===== src/hdl/clk_ctl_pkg.sv =====
// package for the clock and sleep control block: register layouts, reset
// values, mode codes and timing counts; assumes a 20 MHz sys_clk.
`default_nettype none
package clk_ctl_pkg;

	// i/o port address shared by both registers
	localparam logic [3:0] CLK_PORT_ADDR = 4'h3;

	// clock management register layout (auxiliary register)
	typedef struct packed {
		logic       peripheral_clock_keep; // bit 3
		logic       ccs;                   // bit 2, core source select
		logic       speed_div_bit_hi;      // bit 1
		logic       speed_div_bit_lo;      // bit 0
	} mgmt_t;

	// system configuration register layout (primary register)
	typedef struct packed {
		logic       brownout_level_sel;   // bit 3, 1 = low level
		logic       unused_bit;           // bit 2
		logic       oscillator_select_hi; // bit 1
		logic       oscillator_select_lo; // bit 0
	} cfg_t;

	localparam logic [3:0] MGMT_RESET = 4'hf;
	localparam logic [3:0] CFG_RESET  = 4'hb;

	// oscillator select codes
	localparam logic [1:0] OS_EXT = 2'h3;
	localparam logic [1:0] OS_RC2 = 2'h1;
	localparam logic [1:0] OS_X4  = 2'h2;
	localparam logic [1:0] OS_X32 = 2'h0;

	// speed select codes
	localparam logic [1:0] DIV16 = 2'h0;
	localparam logic [1:0] DIV8  = 2'h3;
	localparam logic [1:0] DIV4  = 2'h2;
	localparam logic [1:0] DIV2  = 2'h1;

	// one bit per clock source, used for samples and enables
	typedef struct packed {
		logic       rc1;
		logic       rc2;
		logic       x4;
		logic       x32;
		logic       ext;
	} osc_t;

	// power state, one-hot
	typedef enum logic [1:0] {
		PWR_ACTIVE = 2'b01,
		PWR_SLEEP  = 2'b10
	} pwr_t;

	// timing
	localparam int          CLK_PERIOD_NS = 50;
	localparam int          MISS_TIME_NS  = 1000000;
	localparam int          MISS_CYCLES   = (MISS_TIME_NS + CLK_PERIOD_NS - 1) / CLK_PERIOD_NS;
	localparam int          MISS_W        = 16;
	localparam int          XTAL_STAGES   = 14;
	localparam logic [2:0]  SUB_HALF_LAST = 3'h7;

endpackage : clk_ctl_pkg
`default_nettype wire


===== src/hdl/mcu_clock_and_sleep_control.sv =====
// clock source selection, core divider, external clock supervisor and
// sleep gating; oscillator pins arrive as levels synchronous to sys_clk,
// which runs free and independent of every supervised source.
`default_nettype none

module mcu_clock_and_sleep_control
	import clk_ctl_pkg::*;
#(
	parameter int MISS_LIMIT = MISS_CYCLES
) (
	// clock and reset
	input  wire logic           sys_clk,
	input  wire logic           rst,
	// i/o bus write port
	input  wire logic           io_wr,
	input  wire logic           io_aux,
	input  wire logic [3:0]     io_addr,
	input  wire logic [3:0]     io_data,
	// oscillator outputs and watchdog term
	input  wire osc_t           osc_in,
	input  wire logic           watchdog_sleep_term,
	// core handshake
	input  wire logic           sleep_exec,
	input  wire logic           irq_any,
	// oscillator and brownout controls
	output osc_t                osc_en,
	output logic                brownout_en,
	output logic                brownout_level_sel,
	// generated clocks
	output logic                core_clock,
	output logic                periph_clock,
	output logic                peripheral_subclock,
	// status and events
	output logic                supervisor_reset,
	output logic                ie_set,
	output logic                core_halted,
	output logic                sync_busy
);

	// whole block state
	typedef struct packed {
		mgmt_t              mgmt;
		cfg_t               cfg;
		mgmt_t              app_mgmt;
		logic [1:0]         app_os;
		logic               sync_pend;
		pwr_t               pwr;
		osc_t               prev;
		logic [2:0]         div_cnt;
		logic               sys_lvl;
		logic [2:0]         sub_cnt;
		logic               sub_lvl;
		logic [XTAL_STAGES-1:0] xt_cnt;
		logic               xt_ready;
		logic [MISS_W-1:0]  miss_cnt;
		logic               core_lvl;
		logic               per_lvl;
		logic               sub_out;
		logic               ie_pulse;
	} st_t;

	st_t st_q;
	st_t st_d;

	// last source edge count of a half period for a speed code
	function automatic logic [2:0] half_last(input logic [1:0] code);
		logic [2:0] r;
		r = 3'h0;
		unique case (code)
			DIV16: r = 3'h7;
			DIV8:  r = 3'h3;
			DIV4:  r = 3'h1;
			DIV2:  r = 3'h0;
		endcase
		return r;
	endfunction : half_last

	// edge of the source picked by ccs and the select pair
	function automatic logic pick_edge(input logic ccs, input logic [1:0] os, input osc_t e);
		logic r;
		r = e.rc1;
		if (!ccs) begin
			unique case (os)
				OS_EXT: r = e.ext;
				OS_RC2: r = e.rc2;
				OS_X4:  r = e.x4;
				OS_X32: r = e.x32;
			endcase
		end
		return r;
	endfunction : pick_edge

	logic             osc_stop;
	logic             sup_on;
	logic [1:0]       os_now;
	osc_t             edges;
	logic             cin_edge;
	logic             xt_edge;
	logic             xt_sel;
	logic             mgmt_wr;
	logic             cfg_wr;
	logic             stay_asleep;

	// decode and oscillator control
	always_comb begin
		os_now      = {st_q.cfg.oscillator_select_hi, st_q.cfg.oscillator_select_lo};
		mgmt_wr     = io_wr && io_aux && (io_addr == CLK_PORT_ADDR);
		cfg_wr      = io_wr && !io_aux && (io_addr == CLK_PORT_ADDR);
		osc_stop    = (st_q.pwr == PWR_SLEEP) && !st_q.mgmt.peripheral_clock_keep
		              && watchdog_sleep_term;
		osc_en.rc1  = st_q.app_mgmt.ccs && !osc_stop;
		osc_en.rc2  = (os_now == OS_RC2) && !osc_stop;
		osc_en.x4   = (os_now == OS_X4) && !osc_stop;
		osc_en.ext  = (os_now == OS_EXT) && !osc_stop;
		osc_en.x32  = (os_now == OS_X32);
		brownout_en = !osc_stop;
		sup_on      = (os_now == OS_EXT) && !st_q.app_mgmt.ccs;
		edges       = osc_in & ~st_q.prev;
		xt_sel      = (os_now == OS_X4) || (os_now == OS_X32);
		xt_edge     = (os_now == OS_X4) ? edges.x4 : edges.x32;
		cin_edge    = pick_edge(st_q.app_mgmt.ccs, st_q.app_os, edges);
		// crystal edges count only once the stabilising divider is full
		if (!st_q.app_mgmt.ccs && (st_q.app_os == OS_X4 || st_q.app_os == OS_X32)
		    && !st_q.xt_ready) begin
			cin_edge = 1'b0;
		end
		stay_asleep = !irq_any;
	end

	// next state
	always_comb begin
		st_d          = st_q;
		st_d.prev     = osc_in;
		st_d.ie_pulse = 1'b0;

		// register writes
		if (mgmt_wr) begin
			st_d.mgmt      = mgmt_t'(io_data);
			st_d.sync_pend = 1'b1;
		end
		if (cfg_wr) begin
			st_d.cfg = cfg_t'(io_data);
		end

		// crystal start-up divider, cleared whenever the crystal is off
		if (!xt_sel || !(osc_en.x4 || osc_en.x32)
		    || (cfg_wr && io_data[1:0] != os_now)) begin
			st_d.xt_cnt   = '0;
			st_d.xt_ready = 1'b0;
		end else if (xt_edge && !st_q.xt_ready) begin
			st_d.xt_cnt = st_q.xt_cnt + 1'b1;
			if (&st_q.xt_cnt) begin
				st_d.xt_ready = 1'b1;
			end
		end

		// core divider with synchronised switching
		if (cin_edge) begin
			if (st_q.div_cnt == half_last({st_q.app_mgmt.speed_div_bit_hi,
			                               st_q.app_mgmt.speed_div_bit_lo})) begin
				st_d.div_cnt = 3'h0;
				if (!st_q.sys_lvl && st_q.sync_pend && !mgmt_wr) begin
					// switch only at the end of a full low phase
					st_d.app_mgmt  = st_q.mgmt;
					st_d.app_os    = os_now;
					st_d.sync_pend = 1'b0;
				end else begin
					st_d.sys_lvl = !st_q.sys_lvl;
				end
			end else begin
				st_d.div_cnt = st_q.div_cnt + 1'b1;
			end
		end

		// subclock: input/16, or the 32 kHz crystal directly
		if (cin_edge) begin
			st_d.sub_cnt = st_q.sub_cnt + 1'b1;
			if (st_q.sub_cnt == SUB_HALF_LAST) begin
				st_d.sub_lvl = !st_q.sub_lvl;
			end
		end

		// external clock supervisor, counted on sys_clk
		if (!sup_on || edges.ext) begin
			st_d.miss_cnt = '0;
		end else if (st_q.miss_cnt < MISS_W'(MISS_LIMIT)) begin
			st_d.miss_cnt = st_q.miss_cnt + 1'b1;
		end

		// sleep control
		unique case (st_q.pwr)
			PWR_ACTIVE: begin
				if (sleep_exec) begin
					st_d.ie_pulse = 1'b1;
					if (stay_asleep) begin
						st_d.pwr = PWR_SLEEP;
					end
				end
			end
			PWR_SLEEP: begin
				if (!stay_asleep) begin
					st_d.pwr = PWR_ACTIVE;
				end
			end
		endcase

		// gated clock levels, registered so the outputs cannot glitch
		st_d.core_lvl = st_d.sys_lvl && (st_d.pwr == PWR_ACTIVE);
		st_d.per_lvl  = st_d.sys_lvl && ((st_d.pwr == PWR_ACTIVE)
		                || st_d.mgmt.peripheral_clock_keep);
		if (st_d.app_os == OS_X32 && !st_d.app_mgmt.ccs) begin
			st_d.sub_out = osc_in.x32;
		end else begin
			st_d.sub_out = st_d.sub_lvl;
		end
		if (st_d.pwr == PWR_SLEEP && !st_d.mgmt.peripheral_clock_keep) begin
			st_d.sub_out = 1'b0;
		end
	end

	// state register; reset also ends sleep
	always_ff @(posedge sys_clk) begin
		if (rst) begin
			st_q        <= '0;
			st_q.mgmt     <= mgmt_t'(MGMT_RESET);
			st_q.app_mgmt <= mgmt_t'(MGMT_RESET);
			st_q.cfg      <= cfg_t'(CFG_RESET);
			st_q.app_os   <= CFG_RESET[1:0];
			st_q.pwr    <= PWR_ACTIVE;
		end else begin
			st_q <= st_d;
		end
	end

	// outputs
	assign brownout_level_sel  = st_q.cfg.brownout_level_sel;
	assign core_clock          = st_q.core_lvl;
	assign periph_clock        = st_q.per_lvl;
	assign peripheral_subclock = st_q.sub_out;
	assign supervisor_reset    = sup_on && (st_q.miss_cnt >= MISS_W'(MISS_LIMIT));
	assign ie_set              = st_q.ie_pulse;
	assign core_halted         = (st_q.pwr == PWR_SLEEP);
	assign sync_busy           = st_q.sync_pend;

	// checks
	osc_stop_a: assert property (@(posedge sys_clk) disable iff (rst)
		osc_stop |-> (!osc_en.rc1 && !osc_en.x4 && !osc_en.ext && !brownout_en))
		else $error("oscillator stop left a source running");
	rc1_stop_a: assert property (@(posedge sys_clk) disable iff (rst)
		!st_q.app_mgmt.ccs |-> !osc_en.rc1)
		else $error("first rc running while secondary selected");
	sup_gate_a: assert property (@(posedge sys_clk) disable iff (rst)
		supervisor_reset |-> (os_now == OS_EXT && !st_q.app_mgmt.ccs))
		else $error("supervisor reset outside its enabling mode");
	sup_time_a: assert property (@(posedge sys_clk) disable iff (rst)
		$rose(supervisor_reset) |-> ($past(st_q.miss_cnt) == MISS_W'(MISS_LIMIT - 1)))
		else $error("supervisor fired at the wrong count");
	sleep_entry_a: assert property (@(posedge sys_clk) disable iff (rst)
		(sleep_exec && !core_halted && !irq_any) |=> (ie_set && core_halted))
		else $error("sleep did not set enable and halt");
	wake_up_a: assert property (@(posedge sys_clk) disable iff (rst)
		(core_halted && irq_any) |=> !core_halted)
		else $error("sleep held with interrupt pending");
	core_gate_a: assert property (@(posedge sys_clk) disable iff (rst)
		core_halted |-> !core_clock)
		else $error("core clock running in sleep");
	sync_start_a: assert property (@(posedge sys_clk) disable iff (rst)
		mgmt_wr |=> sync_busy)
		else $error("management write did not start synchronisation");
	xtal32_run_a: assert property (@(posedge sys_clk) disable iff (rst)
		(os_now == OS_X32) |-> osc_en.x32)
		else $error("32 kHz crystal stopped while selected");
	no_short_a: assert property (@(posedge sys_clk) disable iff (rst)
		$changed(st_q.app_mgmt) |-> (!st_q.sys_lvl && st_q.div_cnt == 3'h0))
		else $error("settings applied outside a low phase boundary");

endmodule : mcu_clock_and_sleep_control
`default_nettype wire


===== config.mk =====
export PLATFORM = sky130hd
export DESIGN_NAME = mcu_clock_and_sleep_control
export DESIGN_NICKNAME = d
export VERILOG_FILES = /design/src/hdl/clk_ctl_pkg.sv /design/src/hdl/mcu_clock_and_sleep_control.sv
export SDC_FILE = /design/constraint.sdc
export NUM_CORES = 1
export LEC_CHECK = 0
export ABC_AREA = 1
export BUFFER_PORTS_ARGS = -buffer_cell sky130_fd_sc_hd__clkbuf_2
export CORE_ASPECT_RATIO = 0.75
export CORE_UTILIZATION = 40
export CTS_BUF_LIST = sky130_fd_sc_hd__clkbuf_8
export CTS_CLUSTER_DIAMETER = 60
export CTS_CLUSTER_SIZE = 8
export DETAILED_ROUTE_END_ITERATION = 6
export RECOVER_POWER = 100
export SKIP_CTS_REPAIR_TIMING = 1
export SYNTH_ARGS = -nofsm -noshare
export SYNTH_HDL_FRONTEND = slang
export SYNTH_SLANG_ARGS = --single-unit

===== constraint.sdc =====
create_clock -name sys_clk -period 1.55 [get_ports sys_clk]
set_input_delay 0 -clock sys_clk [delete_from_list [all_inputs] [get_ports sys_clk]]
set_output_delay 0 -clock sys_clk [all_outputs]
set_load 0.005 [all_outputs]

After elaboration in Yosys (flattened, before gate mapping)
Cells that the tools add are included.
{ "totals": {"reg_bits": 63, "inputBits": 20, "wordCells": 130} }
{ "op_classes": {"addsub": 4, "order_cmp": 2, "eq_ne": 17, "muxes": 23, "bitwise": 3, "n_reduce_logical": 52} }
{ "op_table": {"columns": ["op", "count"], "rows": [
  ["1-bit logical AND", 22],
  ["6-bit two-way mux", 3],
  ["16-bit by 1-bit adder with 16-bit output, second input constant", 1],
  ["2-bit == test, second input constant", 8],
  ["16-bit by 15-bit greater-or-equal comparator with 1-bit output, second input constant", 1],
  ["16-bit by 15-bit less-than comparator with 1-bit output, second input constant", 1],
  ["15-bit AND reduction", 1],
  ["14-bit by 1-bit adder with 14-bit output, second input constant", 1],
  ["1-bit zero test", 13],
  ["3-bit case mux with 4 select lines", 1],
  ["1-bit two-way mux", 11],
  ["2-bit by 1-bit == test with 1-bit output, second input constant", 5],
  ["2-bit zero test", 4],
  ["2-bit OR reduction", 4],
  ["1-bit logical OR", 7],
  ["3-bit by 1-bit adder with 3-bit output, second input constant", 2],
  ["2-bit two-way mux", 3],
  ["3-bit two-way mux", 2],
  ["5-bit AND", 1],
  ["5-bit NOT", 1],
  ["4-bit by 2-bit == test with 1-bit output, second input constant", 1],
  ["4-bit two-way mux", 1],
  ["1-bit case mux with 4 select lines", 1],
  ["2-bit case mux with 2 select lines", 1],
  ["other kinds (5)", 5]
]} }

Longest topological paths before layout
{ "depth": {"ltp_word": 12, "depth_mapped": 14, "ltp_nobuf": 14} }

Least setup slack after synthesis
OpenSTA, ideal clock, no wires.
{ "synth_path": {"kind": "flip-flop to flip-flop", "start": "reg st_q[53] in the netlist's numbering", "end": "reg st_q (netlist bit peripheral_subclock)", "setup_time_ns": 0.113, "arrival_time_ns": 1.543, "t_required_ns": 1.437, "setup_slack_ns": -0.105, "path_stages_with_launch": 14, "period_less_slack_ns": 1.655, "path_cell_list": "dfxtp_1 -> inv_1 -> ha_1 -> xnor2_1 -> nor2_1 -> nand2_1 -> nor2_1 -> nand2_1 -> nand2_1 -> nand2_1 -> nand3_1 -> nand2_1 -> nand2_1 -> nor2_1"} }
{ "synth_between": {"elab_chain_cells": 9} }
{ "synth_lines": {"columns": ["item", "line_no", "source"], "rows": [
  ["from (decl)", "mcu_clock_and_sleep_control.sv:62", "st_t st_q;"],
  ["from (signal assigned)", "mcu_clock_and_sleep_control.sv:231", "st_q <= st_d;"],
  ["2-bit by 1-bit == test with 1-bit output (tied with other cells)", "mcu_clock_and_sleep_control.sv:69", "unique case (code)"],
  ["3-bit case mux with 4 select lines *", "mcu_clock_and_sleep_control.sv:69", null],
  ["3-bit two-way mux *", "mcu_clock_and_sleep_control.sv:158", "if (cin_edge) begin"],
  ["3-bit == test *", "mcu_clock_and_sleep_control.sv:159", "if (st_q.div_cnt == half_last({st_q.app_mgmt.speed_div_bit_hi,"],
  ["6-bit two-way mux *", "mcu_clock_and_sleep_control.sv:159", null],
  ["6-bit two-way mux *", "mcu_clock_and_sleep_control.sv:158", null],
  ["2-bit zero test / 1-bit zero test (equally long branches)", "mcu_clock_and_sleep_control.sv:211", "if (st_d.app_os == OS_X32 && !st_d.app_mgmt.ccs) begin"],
  ["1-bit logical AND *", "mcu_clock_and_sleep_control.sv:211", null],
  ["1-bit two-way mux *", "mcu_clock_and_sleep_control.sv:211", null]
]} }
Mark *: on every way between the ends. The rest lies on a longest branch, timed or not. The select of a mux whose other input is x is not followed.
A chain may end at the register's enable or synchronous reset.

Worst setup path after layout
{ "layout_path": {"start": "reg st_q[54] in the netlist's numbering", "end": "reg st_q (netlist bit peripheral_subclock)"} }
The elaborated chain is that of the path after synthesis.

==> flow_summary.json <==
{
  "outcome": "finished, violations left",
  "violations": "setup timing",
  "core-area_mm2": 0.006994,
  "hold_depth": 4,
  "powerDensity_mw_per_mm2": 814.6,
  "synth-seq-cells": 63,
  "cp-start-kind": "register",
  "setup_slack_ns": -0.1135,
  "die_area_mm2": 0.007784,
  "avgRoutedWirePerCell_um": 11.19,
  "nNetsFinal": 534,
  "die_h_um": 76.66,
  "grt_pass1_vias": 2531,
  "ys_types": 36,
  "route.vias.total": 2793,
  "yosysTopAreaCell": "dfxtp_1",
  "post-route-period-util_pct": 107.3,
  "end_kind": "register",
  "viasPerCell": 4.586,
  "drc": 0,
  "seq_area_mm2": 0.001272,
  "path_class": "register to register",
  "grt_remaining_overflow": 0,
  "synth_top_area_share_pct": 42.42,
  "drtAntennaViolNets": 0,
  "tritoncts": "done",
  "synth.area.mux_share_pct": 0,
  "dpl_cell_area_mm2": 0.003493,
  "power_leakage_nw": 1.816,
  "drt_iter0_markers": 89,
  "path_clk_slew_ns": 0.07,
  "hold_path.class": "primary input to register",
  "ir_worst_vdd_v": 0.0006321,
  "grt_antenna_before_repair": 0,
  "ys.warnings.count": 0,
  "synth_xor_area_share_pct": 2.357,
  "cts.sinks": 63,
  "dp_hpwl_mm": 4.859,
  "drv_cap": 0,
  "required_ns": 1.79,
  "rsz0062_at_grt": "yes",
  "cts_made_buffers": 9,
  "clock-root-buffer": "clkbuf_8",
  "first_pass_iters": 4,
  "crit_arrival_ns": 1.90,
  "synth_nets": 444,
  "fp-row-count": 26,
  "clk_path_buf_depth": 2,
  "mappedNetlistArea_mm2": 0.002973,
  "dp_slack_ns": -0.1300,
  "r2r_slack_ns": -0.11,
  "dieWidth_um": 101.5,
  "drv_slew": 0,
  "pin_count": 34,
  "drive_gt1_share_pct": 28.96,
  "fillers": 664,
  "slew_headroom_pct": 78.19,
  "wirelength_mm": 6.814,
  "final_cell_mix": "nand2_1, inv_1, nor2_1",
  "clkLatencyLatePin_ns": 0.35,
  "synth_top_family_by_area": "simple AND/OR/NAND/NOR gates",
  "finalHoldViolations": 0,
  "routabilityCongestion": 0.7491,
  "cp_max_fo": 4,
  "grt_pass1_wl_mm": 11.20,
  "synth_seq_area_share_pct": 42.42,
  "synth_compound_area_share_pct": 10.94,
  "final_common_cell": "nand2_1",
  "synth.avg_cell_area_um2": 7.146,
  "hold_slack_ns": 0.01415,
  "synthTopCellsByArea": "dfxtp_1, nand2_1, inv_1, nor2_1, a21oi_1",
  "fmax_ghz": 0.6012,
  "synth_fa_ha_area_share_pct": 3.367,
  "skew_ns": 0.006259,
  "start_util_pct": 42.50,
  "syn_inst": 416,
  "antennaDiodeCount": 0,
  "grt_usage_pct": 18.70,
  "grt_max_degree": 16,
  "multiInputGateArea_mm2": 0.001585,
  "rr_worst_depth": 13,
  "synth-simple-area-share_pct": 31.52,
  "tightestPinTransition_ns": 0.3241,
  "h-tree-depth": 3,
  "min_period_ns": 1.663,
  "syn_to_final_growth_pct": 34.76,
  "finalInstanceArea_mm2": 0.004006,
  "portBuffers": 33,
  "final-setup-viol-count": 7
}
sequential cells by signal, summed over array words and instances (netlist names):
signal	flops
os_now	2
peripheral_subclock	1
st_q	55
core_clock	1
sync_busy	1
brownout_level_sel	1
periph_clock	1
ie_set	1
worst max-delay path: stages (launching register included):
cell and delay (ns):
dfxtp_2 0.34, inv_4 0.04, buf_4 0.12, ha_1 0.19, xor2_1 0.17, nand2_2 0.10
nor2_4 0.12, nand2_2 0.10, nand2_1 0.10, nand2_2 0.07, nand3_2 0.08, nand2_1 0.05
nand2_1 0.05, nor2_1 0.04
synthesized netlist by cell type, drive strengths merged:
library cell  count
inv              66
ha                8
o21a              1
or2               3
a31oi             1
xor2              6
nor4              3
o211ai            3
a21oi            30
clkbuf            4
and2              1
o31ai             1
nor3b             3
a211oi            1
dfxtp            63
nand4             5
nand2            87
xnor2             2
o21ai            22
nor2             66
nand3b            1
nand3            19
o211a             1
buf               2
nor3             16
and3              1
power breakdown:
part	switching [W]	internal [W]	total, W
Sequential	0.0000161	0.00165	0.00166
Combinational	0.000112	0.0000975	0.000209
Clock	0.000626	0.000766	0.00139
Total	0.000754	0.00251	0.00326
final timing paths:
path	from	to
setup / recovery	st_q[54]$_SDFFE_PP1P_	peripheral_subclock$_SDFF_PP0_
hold / removal	irq_any	st_q[49]$_SDFF_PP0_
setup reg to reg	st_q[54]$_SDFFE_PP1P_	peripheral_subclock$_SDFF_PP0_
hold reg to reg	st_q[7]$_SDFFE_PP0P_	st_q[7]$_SDFFE_PP0P_
metrics by stage:
stage / utilization, % / power [W] / cells / TNS, ns
CTS: 52.67 / 0.003269 / 590 / -0.5115
finish: 57.28 / 0.003264 / 609 / -0.3585
detailed placement: 49.95 / 0.001874 / 574 / -0.1857
floorplan: - / 0.001798 / 416 / 0
global route: 57.28 / 0.003418 / 609 / -3.343
global placement: 49.95 / 0.001870 / 574 / -0.07344
area by class of cell:
class | instances | area share (%)
clock inverter | 6 | 1.312
multi-input combinational | 281 | 39.57
inverter | 66 | 6.246
clock buffer | 10 | 3.435
sequential | 63 | 31.76
timing repair buffer | 85 | 14.62
tap | 98 | 3.061
cell families after synthesis:
family / after synthesis
adder cells (fa/ha/maj): 8
AND/OR/NAND/NOR: 205
buffers and inverters: 72
XOR/XNOR: 8
AO/OA/AOI/OAI: 60
flip-flops: 63
routing by layer:
layer  global-route usage [%]  part of all wire [%]  vias to the layer above
met3                    7.475                   3.9                        4
met1                    25.90                    53                     1240
met2                    26.35                    42                       45
li1                         -                     -                     1504
met4                    5.652                  0.84                        0
met5                        0                     0                        -
Note: power is estimated with default switching activity, not from simulation.
